$ cat config.mk
export PLATFORM = sky130hd
export DESIGN_NAME = gpic_top
export DESIGN_NICKNAME = d
export VERILOG_FILES = /design/src/inc/gpic_pkg.sv /design/src/logic/gpic_sync.sv /design/src/logic/gpic_top.sv
export VERILOG_INCLUDE_DIRS = /design/src /design/src/inc
export SDC_FILE = /design/constraint.sdc
export NUM_CORES = 1
export LEC_CHECK = 0
export ABC_AREA = 0
export BUFFER_PORTS_ARGS = -buffer_cell sky130_fd_sc_hd__buf_2
export CAP_MARGIN = 40
export CORE_MARGIN = 2
export CORE_UTILIZATION = 50
export DETAILED_ROUTE_END_ITERATION = 8
export GPL_ROUTABILITY_DRIVEN = 0
export PLACE_DENSITY = 0.87
export SLEW_MARGIN = 0
export SYNTH_ARGS = -nofsm -noshare
export SYNTH_HDL_FRONTEND = slang
export SYNTH_SLANG_ARGS = --single-unit
$ cat constraint.sdc
create_clock -name CORE_CLK -period 1.85 [get_ports CORE_CLK]
set_clock_uncertainty 0.05 [all_clocks]
set_input_delay 0.37 -clock CORE_CLK [delete_from_list [all_inputs] [get_ports CORE_CLK]]
set_output_delay 0.37 -clock CORE_CLK [all_outputs]
set_load 0.01 [all_outputs]
$ cat src/inc/gpic_defs.svh
// constants for the input polarity and event configuration block
`ifndef GPIC_DEFS_SVH
`define GPIC_DEFS_SVH

// ==========================================================
// sizes
`define GPIC_NUM_INPUTS 19
`define GPIC_REG_W 8
`define GPIC_HIGH_W 3

// ==========================================================
// register offsets
`define GPIC_OFS_POLARITY_LOW 8'h1e
`define GPIC_OFS_POLARITY_MID 8'h1f
`define GPIC_OFS_POLARITY_HIGH 8'h20
`define GPIC_OFS_EVENT_EN_LOW 8'h21
`define GPIC_OFS_EVENT_EN_MID 8'h22
`define GPIC_OFS_EVENT_EN_HIGH 8'h23

// ==========================================================
// field positions and reset values
`define GPIC_LOW_LSB 0
`define GPIC_LOW_MSB 7
`define GPIC_MID_LSB 8
`define GPIC_MID_MSB 15
`define GPIC_HIGH_LSB 16
`define GPIC_HIGH_MSB 18
`define GPIC_CFG_RESET 19'h00000
`define GPIC_RDATA_RESET 8'h00
`define GPIC_HIGH_PAD 5'h00
`define GPIC_PRIME_RESET 3'h0

`endif

$ cat src/inc/gpic_pkg.sv
// types shared by the input polarity and event configuration block
package gpic_pkg;

   // ==========================================================
   // register port request
   typedef struct packed {
      logic [7:0] addr;
      logic wr;
      logic rd;
      logic [7:0] wdata;
   } gpic_reg_req_t;

   // ==========================================================
   // event output toward the shared event queue and unlock logic
   typedef struct packed {
      logic [18:0] strobe;
      logic [18:0] active;
   } gpic_event_t;

endpackage

$ cat src/logic/gpic_sync.sv
// two flip-flop synchroniser for the asynchronous input pins
module gpic_sync #(
   parameter int WIDTH = 19
) (
   input wire logic clk,
   input wire logic rst,
   input wire logic [WIDTH-1:0] d,
   output logic [WIDTH-1:0] q
);

   logic [WIDTH-1:0] meta_q;

   // ==========================================================
   // first stage is read only by the second stage
   always_ff @(posedge clk) begin
      if (rst) begin
         meta_q <= '0;
         q <= '0;
      end else begin
         meta_q <= d;
         q <= meta_q;
      end
   end

endmodule

$ cat src/logic/gpic_top.sv
// per-input interrupt polarity and event enable configuration with flag and event generation
`include "gpic_defs.svh"
// What this block does
// RL1 - a cleared polarity bit makes a low input the interrupt condition, a set bit makes a high input it.
// RL2 - the first input's interrupt flag follows the row zero pin level for as long as it sits at the active level.
// RL3 - the low polarity register holds inputs one to eight in bits 0 to 7, all readable and writable.
// RL4 - the mid polarity register holds inputs nine to sixteen in bits 0 to 7, all readable and writable.
// RL5 - the high polarity register holds inputs seventeen to nineteen in bits 0 to 2, bits 7 to 3 reserved.
// RL6 - a set event enable bit makes activity on that input produce queue events, a cleared bit produces none.
// RL7 - event enable bits sit in three registers laid out like the polarity bits.
// RL8 - activity on an input in event mode raises the event interrupt indication.
// RL9 - an input in event mode never raises the input interrupt indication.
// RL10 - events from inputs in event mode go out like other queue events and also feed the unlock logic.
// RL11 - the input interrupt status is set when any input has its flag set and its interrupt enable set.
// RL12 - reserved upper bits of both high registers read as zero and ignore writes.
module gpic_top (
   input wire logic CORE_CLK,
   input wire logic RESET,
   input wire gpic_pkg::gpic_reg_req_t REG_REQ,
   output logic [7:0] REG_RDATA,
   output logic REG_RVALID,
   input wire logic [18:0] GPI_PINS,
   input wire logic [18:0] IRQ_ENABLE,
   output logic [18:0] IRQ_FLAGS,
   output logic GPI_IRQ_STATUS,
   output gpic_pkg::gpic_event_t EVENTS,
   output logic EVENT_IRQ,
   output logic [18:0] POLARITY_CFG,
   output logic [18:0] EVENT_EN_CFG
);

   // ==========================================================
   // declarations
   logic [18:0] pol_q;
   logic [18:0] pol_d;
   logic [18:0] evt_q;
   logic [18:0] evt_d;
   logic [18:0] pins_s;
   logic [18:0] prev_q;
   logic [2:0] prime_q;
   logic [18:0] level_active;
   logic [18:0] flag_d;
   logic [18:0] strobe_d;
   logic [18:0] flags_q;
   logic status_q;
   logic [18:0] strobe_q;
   logic [18:0] active_q;
   logic event_irq_q;
   logic [7:0] rdata_q;
   logic rvalid_q;
   logic wr_pol_low;
   logic wr_pol_mid;
   logic wr_pol_high;
   logic wr_evt_low;
   logic wr_evt_mid;
   logic wr_evt_high;
   logic [7:0] rd_mux;
   logic sel_pol_low;
   logic sel_pol_mid;
   logic sel_pol_high;
   logic sel_evt_low;
   logic sel_evt_mid;
   logic sel_evt_high;
   logic [7:0] pol_high_rd;
   logic [7:0] evt_high_rd;
   logic status_d;
   logic event_irq_d;
   logic [7:0] rdata_d;

   // ==========================================================
   // pin synchroniser
   gpic_sync #(
      .WIDTH(`GPIC_NUM_INPUTS)
   ) u_sync (
      .clk(CORE_CLK),
      .rst(RESET),
      .d(GPI_PINS),
      .q(pins_s)
   );

   // ==========================================================
   // address match
   assign sel_pol_low = (REG_REQ.addr == `GPIC_OFS_POLARITY_LOW);
   assign sel_pol_mid = (REG_REQ.addr == `GPIC_OFS_POLARITY_MID);
   assign sel_pol_high = (REG_REQ.addr == `GPIC_OFS_POLARITY_HIGH);
   assign sel_evt_low = (REG_REQ.addr == `GPIC_OFS_EVENT_EN_LOW);
   assign sel_evt_mid = (REG_REQ.addr == `GPIC_OFS_EVENT_EN_MID);
   assign sel_evt_high = (REG_REQ.addr == `GPIC_OFS_EVENT_EN_HIGH);

   // ==========================================================
   // write decode
   assign wr_pol_low = REG_REQ.wr && sel_pol_low;  // [RL3]
   assign wr_pol_mid = REG_REQ.wr && sel_pol_mid;  // [RL4]
   assign wr_pol_high = REG_REQ.wr && sel_pol_high;  // [RL5]
   assign wr_evt_low = REG_REQ.wr && sel_evt_low;  // [RL7]
   assign wr_evt_mid = REG_REQ.wr && sel_evt_mid;  // [RL7]
   assign wr_evt_high = REG_REQ.wr && sel_evt_high;  // [RL7]

   // upper data bits of the high registers are dropped, so reserved bits never store
   assign pol_d[`GPIC_LOW_MSB:`GPIC_LOW_LSB] =
      wr_pol_low ? REG_REQ.wdata : pol_q[`GPIC_LOW_MSB:`GPIC_LOW_LSB];  // [RL3]
   assign pol_d[`GPIC_MID_MSB:`GPIC_MID_LSB] =
      wr_pol_mid ? REG_REQ.wdata : pol_q[`GPIC_MID_MSB:`GPIC_MID_LSB];  // [RL4]
   assign pol_d[`GPIC_HIGH_MSB:`GPIC_HIGH_LSB] =
      wr_pol_high ? REG_REQ.wdata[`GPIC_HIGH_W-1:0] : pol_q[`GPIC_HIGH_MSB:`GPIC_HIGH_LSB];  // [RL5] [RL12]
   assign evt_d[`GPIC_LOW_MSB:`GPIC_LOW_LSB] =
      wr_evt_low ? REG_REQ.wdata : evt_q[`GPIC_LOW_MSB:`GPIC_LOW_LSB];  // [RL7]
   assign evt_d[`GPIC_MID_MSB:`GPIC_MID_LSB] =
      wr_evt_mid ? REG_REQ.wdata : evt_q[`GPIC_MID_MSB:`GPIC_MID_LSB];  // [RL7]
   assign evt_d[`GPIC_HIGH_MSB:`GPIC_HIGH_LSB] =
      wr_evt_high ? REG_REQ.wdata[`GPIC_HIGH_W-1:0] : evt_q[`GPIC_HIGH_MSB:`GPIC_HIGH_LSB];  // [RL7] [RL12]

   // ==========================================================
   // read decode
   // reserved upper bits are padded with zero rather than stored
   assign pol_high_rd = {`GPIC_HIGH_PAD, pol_q[`GPIC_HIGH_MSB:`GPIC_HIGH_LSB]};  // [RL5] [RL12]
   assign evt_high_rd = {`GPIC_HIGH_PAD, evt_q[`GPIC_HIGH_MSB:`GPIC_HIGH_LSB]};  // [RL7] [RL12]
   // unmapped offsets read as zero so a shared read mux can simply or the answers
   assign rd_mux =
      sel_pol_low ? pol_q[`GPIC_LOW_MSB:`GPIC_LOW_LSB] :
      sel_pol_mid ? pol_q[`GPIC_MID_MSB:`GPIC_MID_LSB] :
      sel_pol_high ? pol_high_rd :
      sel_evt_low ? evt_q[`GPIC_LOW_MSB:`GPIC_LOW_LSB] :
      sel_evt_mid ? evt_q[`GPIC_MID_MSB:`GPIC_MID_LSB] :
      sel_evt_high ? evt_high_rd :
      `GPIC_RDATA_RESET;
   // the read strobe gates the answer, so the data lines idle at zero between reads
   assign rdata_d = REG_REQ.rd ? rd_mux : `GPIC_RDATA_RESET;

   // ==========================================================
   // per-input flag and event logic
   genvar i;
   generate
      for (i = 0; i < `GPIC_NUM_INPUTS; i++) begin : g_input
         // level compare, so the flag stays up while the pin holds the active level
         assign level_active[i] = (pins_s[i] == pol_q[i]);  // [RL1] [RL2]
         // event mode takes the input out of the interrupt path entirely
         assign flag_d[i] = level_active[i] & ~evt_q[i];  // [RL9]
         // any change of the pin in event mode is one event
         assign strobe_d[i] = prime_q[2] & evt_q[i] & (pins_s[i] ^ prev_q[i]);  // [RL6]
      end
   endgenerate

   // status and event summaries
   assign status_d = |(flag_d & IRQ_ENABLE);  // [RL11] [RL9]
   assign event_irq_d = |strobe_d;  // [RL8]

   // ==========================================================
   // configuration registers
   always_ff @(posedge CORE_CLK) begin
      if (RESET) begin
         pol_q <= `GPIC_CFG_RESET;
         evt_q <= `GPIC_CFG_RESET;
      end else begin
         pol_q <= pol_d;
         evt_q <= evt_d;
      end
   end

   // ==========================================================
   // edge history
   // prime_q holds off events until the synchroniser and prev_q both carry real pin values,
   // so a pin that idles high through reset does not raise a false event
   always_ff @(posedge CORE_CLK) begin
      if (RESET) begin
         prev_q <= `GPIC_CFG_RESET;
         prime_q <= `GPIC_PRIME_RESET;
      end else begin
         prev_q <= pins_s;
         prime_q <= {prime_q[1:0], 1'b1};
      end
   end

   // ==========================================================
   // interrupt flags and status
   always_ff @(posedge CORE_CLK) begin
      if (RESET) begin
         flags_q <= `GPIC_CFG_RESET;
         status_q <= 1'b0;
      end else begin
         flags_q <= flag_d;  // [RL2]
         status_q <= status_d;  // [RL11] [RL9]
      end
   end

   // ==========================================================
   // events toward the queue and unlock logic
   always_ff @(posedge CORE_CLK) begin
      if (RESET) begin
         strobe_q <= `GPIC_CFG_RESET;
         active_q <= `GPIC_CFG_RESET;
         event_irq_q <= 1'b0;
      end else begin
         strobe_q <= strobe_d;  // [RL6] [RL10]
         active_q <= level_active;
         event_irq_q <= event_irq_d;  // [RL8]
      end
   end

   // ==========================================================
   // register read port
   always_ff @(posedge CORE_CLK) begin
      if (RESET) begin
         rdata_q <= `GPIC_RDATA_RESET;
         rvalid_q <= 1'b0;
      end else begin
         rdata_q <= rdata_d;
         rvalid_q <= REG_REQ.rd;
      end
   end

   // ==========================================================
   // outputs
   assign REG_RDATA = rdata_q;
   assign REG_RVALID = rvalid_q;
   assign IRQ_FLAGS = flags_q;
   assign GPI_IRQ_STATUS = status_q;
   assign EVENTS.strobe = strobe_q;  // [RL10]
   assign EVENTS.active = active_q;
   assign EVENT_IRQ = event_irq_q;
   assign POLARITY_CFG = pol_q;
   assign EVENT_EN_CFG = evt_q;

endmodule

# After elaboration in Yosys (flattened, before gate mapping)
# Index checks and enable logic that the tools add are counted.
dict set report op_classes {
  eq_ne 25
  bitwise_logic 97
  muxes 7
  reduce_logical 9
}
# op count
set ops {}
lappend ops {{bitwise AND 1 bit} 57}
lappend ops {{2-to-1 mux 8 bit} 5}
lappend ops {{OR reduction 19 bit} 2}
lappend ops {{equality test 8 x 6 -> 1 bit (second input constant)} 4}
lappend ops {{NOT 1 bit} 20}
lappend ops {{bitwise AND 19 bit} 1}
lappend ops {{equality test 1 bit} 19}
lappend ops {{XOR 1 bit} 19}
lappend ops {{equality test 8 x 5 -> 1 bit (second input constant)} 2}
lappend ops {{logical AND 1 bit} 6}
lappend ops {{2-to-1 mux 3 bit} 1}
lappend ops {{OR reduction 2 bit} 1}
lappend ops {{2-to-1 mux 1 bit} 1}
dict set report totals {
  in_bits 58
  ff_bits 166
  output_inout_bits 106
}

# Longest topological paths before layout
dict set report depth {
  ltp_word 7
  ltp_mapped 6
  depth_no_buf 4
}

# Cells and area by module
# Synthesis repeated with hierarchy kept, for this count alone.
dict set report hier_totals {
  cells_unflattened 555
  area_unflattened_um2 5984.5
}
# module cells_each area_each_um2 seq_area_each_um2 n_inst
set by_module_without_submodules {}
lappend by_module_without_submodules {gpic_top 475 4772.1 2562.5 1}
lappend by_module_without_submodules {gpic_sync 80 1212.4 760.7 1}

# Least setup slack after synthesis
# Ideal clock, no wire load.
dict set report synth_path {
  kind {input-to-reg}
  from {input port REG_REQ[11] (netlist name)}
  to {register rdata_q[1], in the netlist REG_RDATA[1]}
  setup_slack_ns 0.295
  required_ns 1.681
  path_stages 5
  setup_time_ns 0.119
  arrival_ns 1.386
  cell_sequence {clkbuf_1 > clkbuf_1 > a2bb2oi_1 > a32o_1 > o221a_2}
}
dict set report synth_between {
  elab_chain_cells 7
}
# item line
set synth_lines {}
lappend synth_lines {{start: declaration} gpic_top.sv:19} ;# input wire gpic_pkg::gpic_reg_req_t REG_REQ,
lappend synth_lines {{equality test 8 x 6 -> 1 bit (no source line)} n/a}
lappend synth_lines {{2-to-1 mux 3 bit (no source line)} n/a}
lappend synth_lines {{2-to-1 mux 8 bit (no source line) (4 in series)} n/a}
lappend synth_lines {{2-to-1 mux 8 bit (no source line) (*)} n/a}
lappend synth_lines {{end signal: assignment} gpic_top.sv:204} ;# rdata_q <= `GPIC_RDATA_RESET;
lappend synth_lines {{end signal: assignment} gpic_top.sv:207} ;# rdata_q <= rdata_d;
lappend synth_lines {{end: declaration} gpic_top.sv:49} ;# logic [7:0] rdata_q;
# Every way passes the cells marked *; elsewhere a longest branch is shown, timed or not.
# A chain may end at the register's enable or synchronous reset.

# Final worst setup path
dict set report layout_path {
  from {register pol_q[18], in the netlist POLARITY_CFG[18]}
  to {register status_q, in the netlist GPI_IRQ_STATUS}
}
dict set report layout_between {
  elab_chain_cells 4
}
# item line
set layout_lines {}
lappend layout_lines {{start: declaration} gpic_top.sv:34} ;# logic [18:0] pol_q;
lappend layout_lines {{start signal: assignment} gpic_top.sv:152} ;# pol_q <= `GPIC_CFG_RESET;
lappend layout_lines {{start signal: assignment} gpic_top.sv:155} ;# pol_q <= pol_d;
lappend layout_lines {{equality test 1 bit} gpic_top.sv:136} ;# assign level_active[i] = (pins_s[i] == pol_q[i]);
lappend layout_lines {{bitwise AND 1 bit} gpic_top.sv:138} ;# assign flag_d[i] = level_active[i] & ~evt_q[i];
lappend layout_lines {{bitwise AND 19 bit} gpic_top.sv:145} ;# assign status_d = |(flag_d & IRQ_ENABLE);
lappend layout_lines {{OR reduction 19 bit} gpic_top.sv:145}
lappend layout_lines {{end signal: assignment} gpic_top.sv:182} ;# status_q <= status_d;
lappend layout_lines {{end: declaration} gpic_top.sv:45} ;# logic status_q;
# No other way between the ends.

==> key figures <==
Detailed routing
  • Vias: 4998
  • Final WL: 17400 microns
  • Vias per std cell: 5.60
  • DRC violations left: 0
  • ANT nets after route: 0
  • DRT Pass-1 Iters: 9
  • Starting DRT DRC Count: 505
  • Drt wl/cell: 19.5 microns

Setup path
  • WP data required: 2.06 ns
  • Worst-path maximum fanout: 4
  • Crit path max-delay cell type: nor3_1
  • Crit-path max cell delay: 0.48 ns
  • Critical Path Source Type: flop
  • Delay-heaviest family, CP: simple AND/OR/NAND/NOR gates
  • Setup crit end kind: flop
  • CP Cell Sequence: xor2_1 > nor3b_1 > nor3_1 > a41oi_1
  • WP buf/inv: 0
  • CP Class: reg -> reg
  • CP arrival: 1.95 ns

Place
  • Placed cells: 860
  • Dpl cell area: 0.00695 sq mm
  • Buffers added on ports: 163
  • Final HPWL DP: 12500 microns

Logic synthesis
  • Synth warn: 0
  • Synthesized area: 0.00591 sq mm
  • Mapped Cells: 567
  • Mean Syn Cell Area: 10.4 sq um
  • Synth cell types: 38
  • Sequential area share after synthesis: 0.562
  • Seq cells post-synth: 166
  • Syn_nets: 625

Floorplan
  • Die Width: 113 microns
  • Starting Density: 0.516
  • Die area: 0.0127 sq mm
  • Rows: 39
  • CORE AREA: 0.0115 sq mm
  • Die Ht: 113 microns
  • Top Ports: 164

Pwr
  • Power Density: 1030 mW/mm^2
  • VDD IR max: 0.000651 V
  • Static leakage: 0.00385 uW

Hold path
  • Hold WC Path Type: in -> reg

Final layout
  • # diodes: 0
  • Fraction of layout cells with a size suffix above 1: 0.302
  • Layout area overhead: 27.8%
  • Final cell count without fillers: 892
  • Fin nets: 794
  • Post-route cell area: 0.00756 sq mm

Clocking
  • H-tree levels: 4
  • Resized cells post-CTS: 0
  • CTS Buf Count: 17
  • Worst-skew pair later-pin latency: 0.42 ns
  • Root Driver: clkbuf_16
  • Clock slew at reported path FFs: 0.07 ns
  • Hold Buf Count CTS: 0
  • CTS max path bufs: 2
  • CTS tree: done
  • Clock Sinks: 166
  • Post-CTS setup buffer count: 0

Timing
  • Slew headroom: 0.623
  • Final Slew Violations: 0
  • WHS: 0.105 ns
  • Slew @ Worst Pin: 0.565 ns
  • Fmax: 577 MHz
  • RSZ-0062 raised after global routing: no
  • Fin crit period: 1.73 ns
  • Setup Viol. Count Final: 0
  • Final Hold Fails: 0
  • Ratio of final minimum period to clock period: 0.937
  • Setup total negative slack: 0 ns

GRT
  • Grt total ovfl: 0
  • Number of global-route vias before repair: 4865
  • First-pass GRT wire length: 25900 microns
  • Initial antenna violation count: 1
  • Largest net degree at the start of global routing: 71
  • Total Routing Usage GR: 0.268

Job
  • Max Cap Viol: 0

Status
  • Status: finished, final reports clean
cell usage after synthesis (all sizes together):
| library cell | number | share of area |
|---|---|---|
| and2 | 11 | 0.012 |
| nand3 | 23 | 0.019 |
| nor2b | 62 | 0.066 |
| o21ai | 1 | 0.00085 |
| a41oi | 1 | 0.0015 |
| o2111a | 2 | 0.0038 |
| and3 | 8 | 0.0085 |
| nand2b | 6 | 0.0063 |
| and2b | 1 | 0.0013 |
| dfxtp | 166 | 0.56 |
| o221a | 6 | 0.011 |
| nor4b | 1 | 0.0040 |
| nor4 | 3 | 0.0032 |
| o32ai | 8 | 0.012 |
| a2bb2oi | 3 | 0.0044 |
| a21oi | 8 | 0.0068 |
| nor3b | 11 | 0.014 |
| a32o | 3 | 0.0051 |
| xor2 | 38 | 0.056 |
| nor2 | 71 | 0.045 |
| nor3 | 20 | 0.017 |
| inv | 9 | 0.0057 |
| buf | 8 | 0.0078 |
| and4b | 1 | 0.0023 |
| clkbuf | 23 | 0.015 |
| nand2 | 11 | 0.0070 |
| a32oi | 8 | 0.012 |
| a22oi | 1 | 0.0013 |
| nand4 | 9 | 0.016 |
| mux2i | 40 | 0.068 |
| nand3b | 2 | 0.0025 |
| o31a | 2 | 0.0030 |
per-layer routing:
layer / vias to the layer above / wire length, microns / GRT usage
li1: 2263 / - / -
met1: 2352 / 6790 / 0.313
met2: 307 / 8120 / 0.440
met3: 76 / 1690 / 0.0862
met4: 0 / 779 / 0.143
met5: - / 0 / 0
path summary, 6_finish.rpt:
kind | slack, ns | to | cells past startpoint | start
max | 0.12 | GPI_IRQ_STATUS | 4 | POLARITY_CFG[18]
min | 0.10 | u_sync.meta_q[2] | 2 | GPI_PINS[2]
max reg2reg | 0.12 | GPI_IRQ_STATUS | 4 | POLARITY_CFG[18]
min reg2reg | 0.38 | u_sync.q[10] | 1 | u_sync.meta_q[10]
placed cells by master, fill, tap and decap left out, types with 9 or more instances in the layout:
| cell type | instances |
|---|---|
| nand3_1 | 23 |
| nor2_1 | 70 |
| nor2b_1 | 62 |
| xor2_1 | 38 |
| nor3_1 | 20 |
| buf_4 | 16 |
| buf_2 | 162 |
| nand2_1 | 11 |
| mux2i_1 | 40 |
| dfxtp_1 | 166 |
| inv_1 | 9 |
| nor3b_1 | 11 |
| and2_1 | 10 |
| clkbuf_16 | 17 |
sequential cells by signal (all words and copies together), names as in the netlist, 3 cells and up:
name and flops:
EVENT_EN_CFG 19, IRQ_FLAGS 19, POLARITY_CFG 19, REG_RDATA 8, active_q 19, prev_q 19, prime_q 3, strobe_q 19
u_sync.meta_q 19, u_sync.q 19
worst reg2reg max path: stages (launching register included):
cell and delay, ns:
dfxtp_1 0.43, xor2_1 0.30, nor3b_1 0.11, nor3_1 0.48
a41oi_1 0.21
cell type report:
cell class              count  area [sq um]
multi-input cells         361          2420
clock buffers              21           460
flip-flops and latches    166          3320
fillers                   836          3910
well taps                 143           179
inverters                   9          33.8
clock inverters            11           148
repair buffers            181           991
stage by stage:
stage	util	total power, uW	setup WS (ns)
after floorplan	-	4050	0.295
final	0.659	7800	0.117
after detailed placement	0.606	4260	-0.0284
after global routing	0.659	8000	0.0940
after global placement	0.606	4250	0.0817
after CTS	0.659	7800	0.215
power by group:
part,switching (uW),internal [uW]
Clock,1400,2200
Sequential,54.1,3690
Combinational,263,191
Total,1720,6080
cell families after synthesis:
| group | synth area share |
|---|---|
| flops | 0.562 |
| mux | 0.0677 |
| simple gates | 0.224 |
| buf+inv | 0.0281 |
| xor+xnor | 0.0563 |
| compound gates | 0.0618 |
Power figures use the tool's default switching activity.
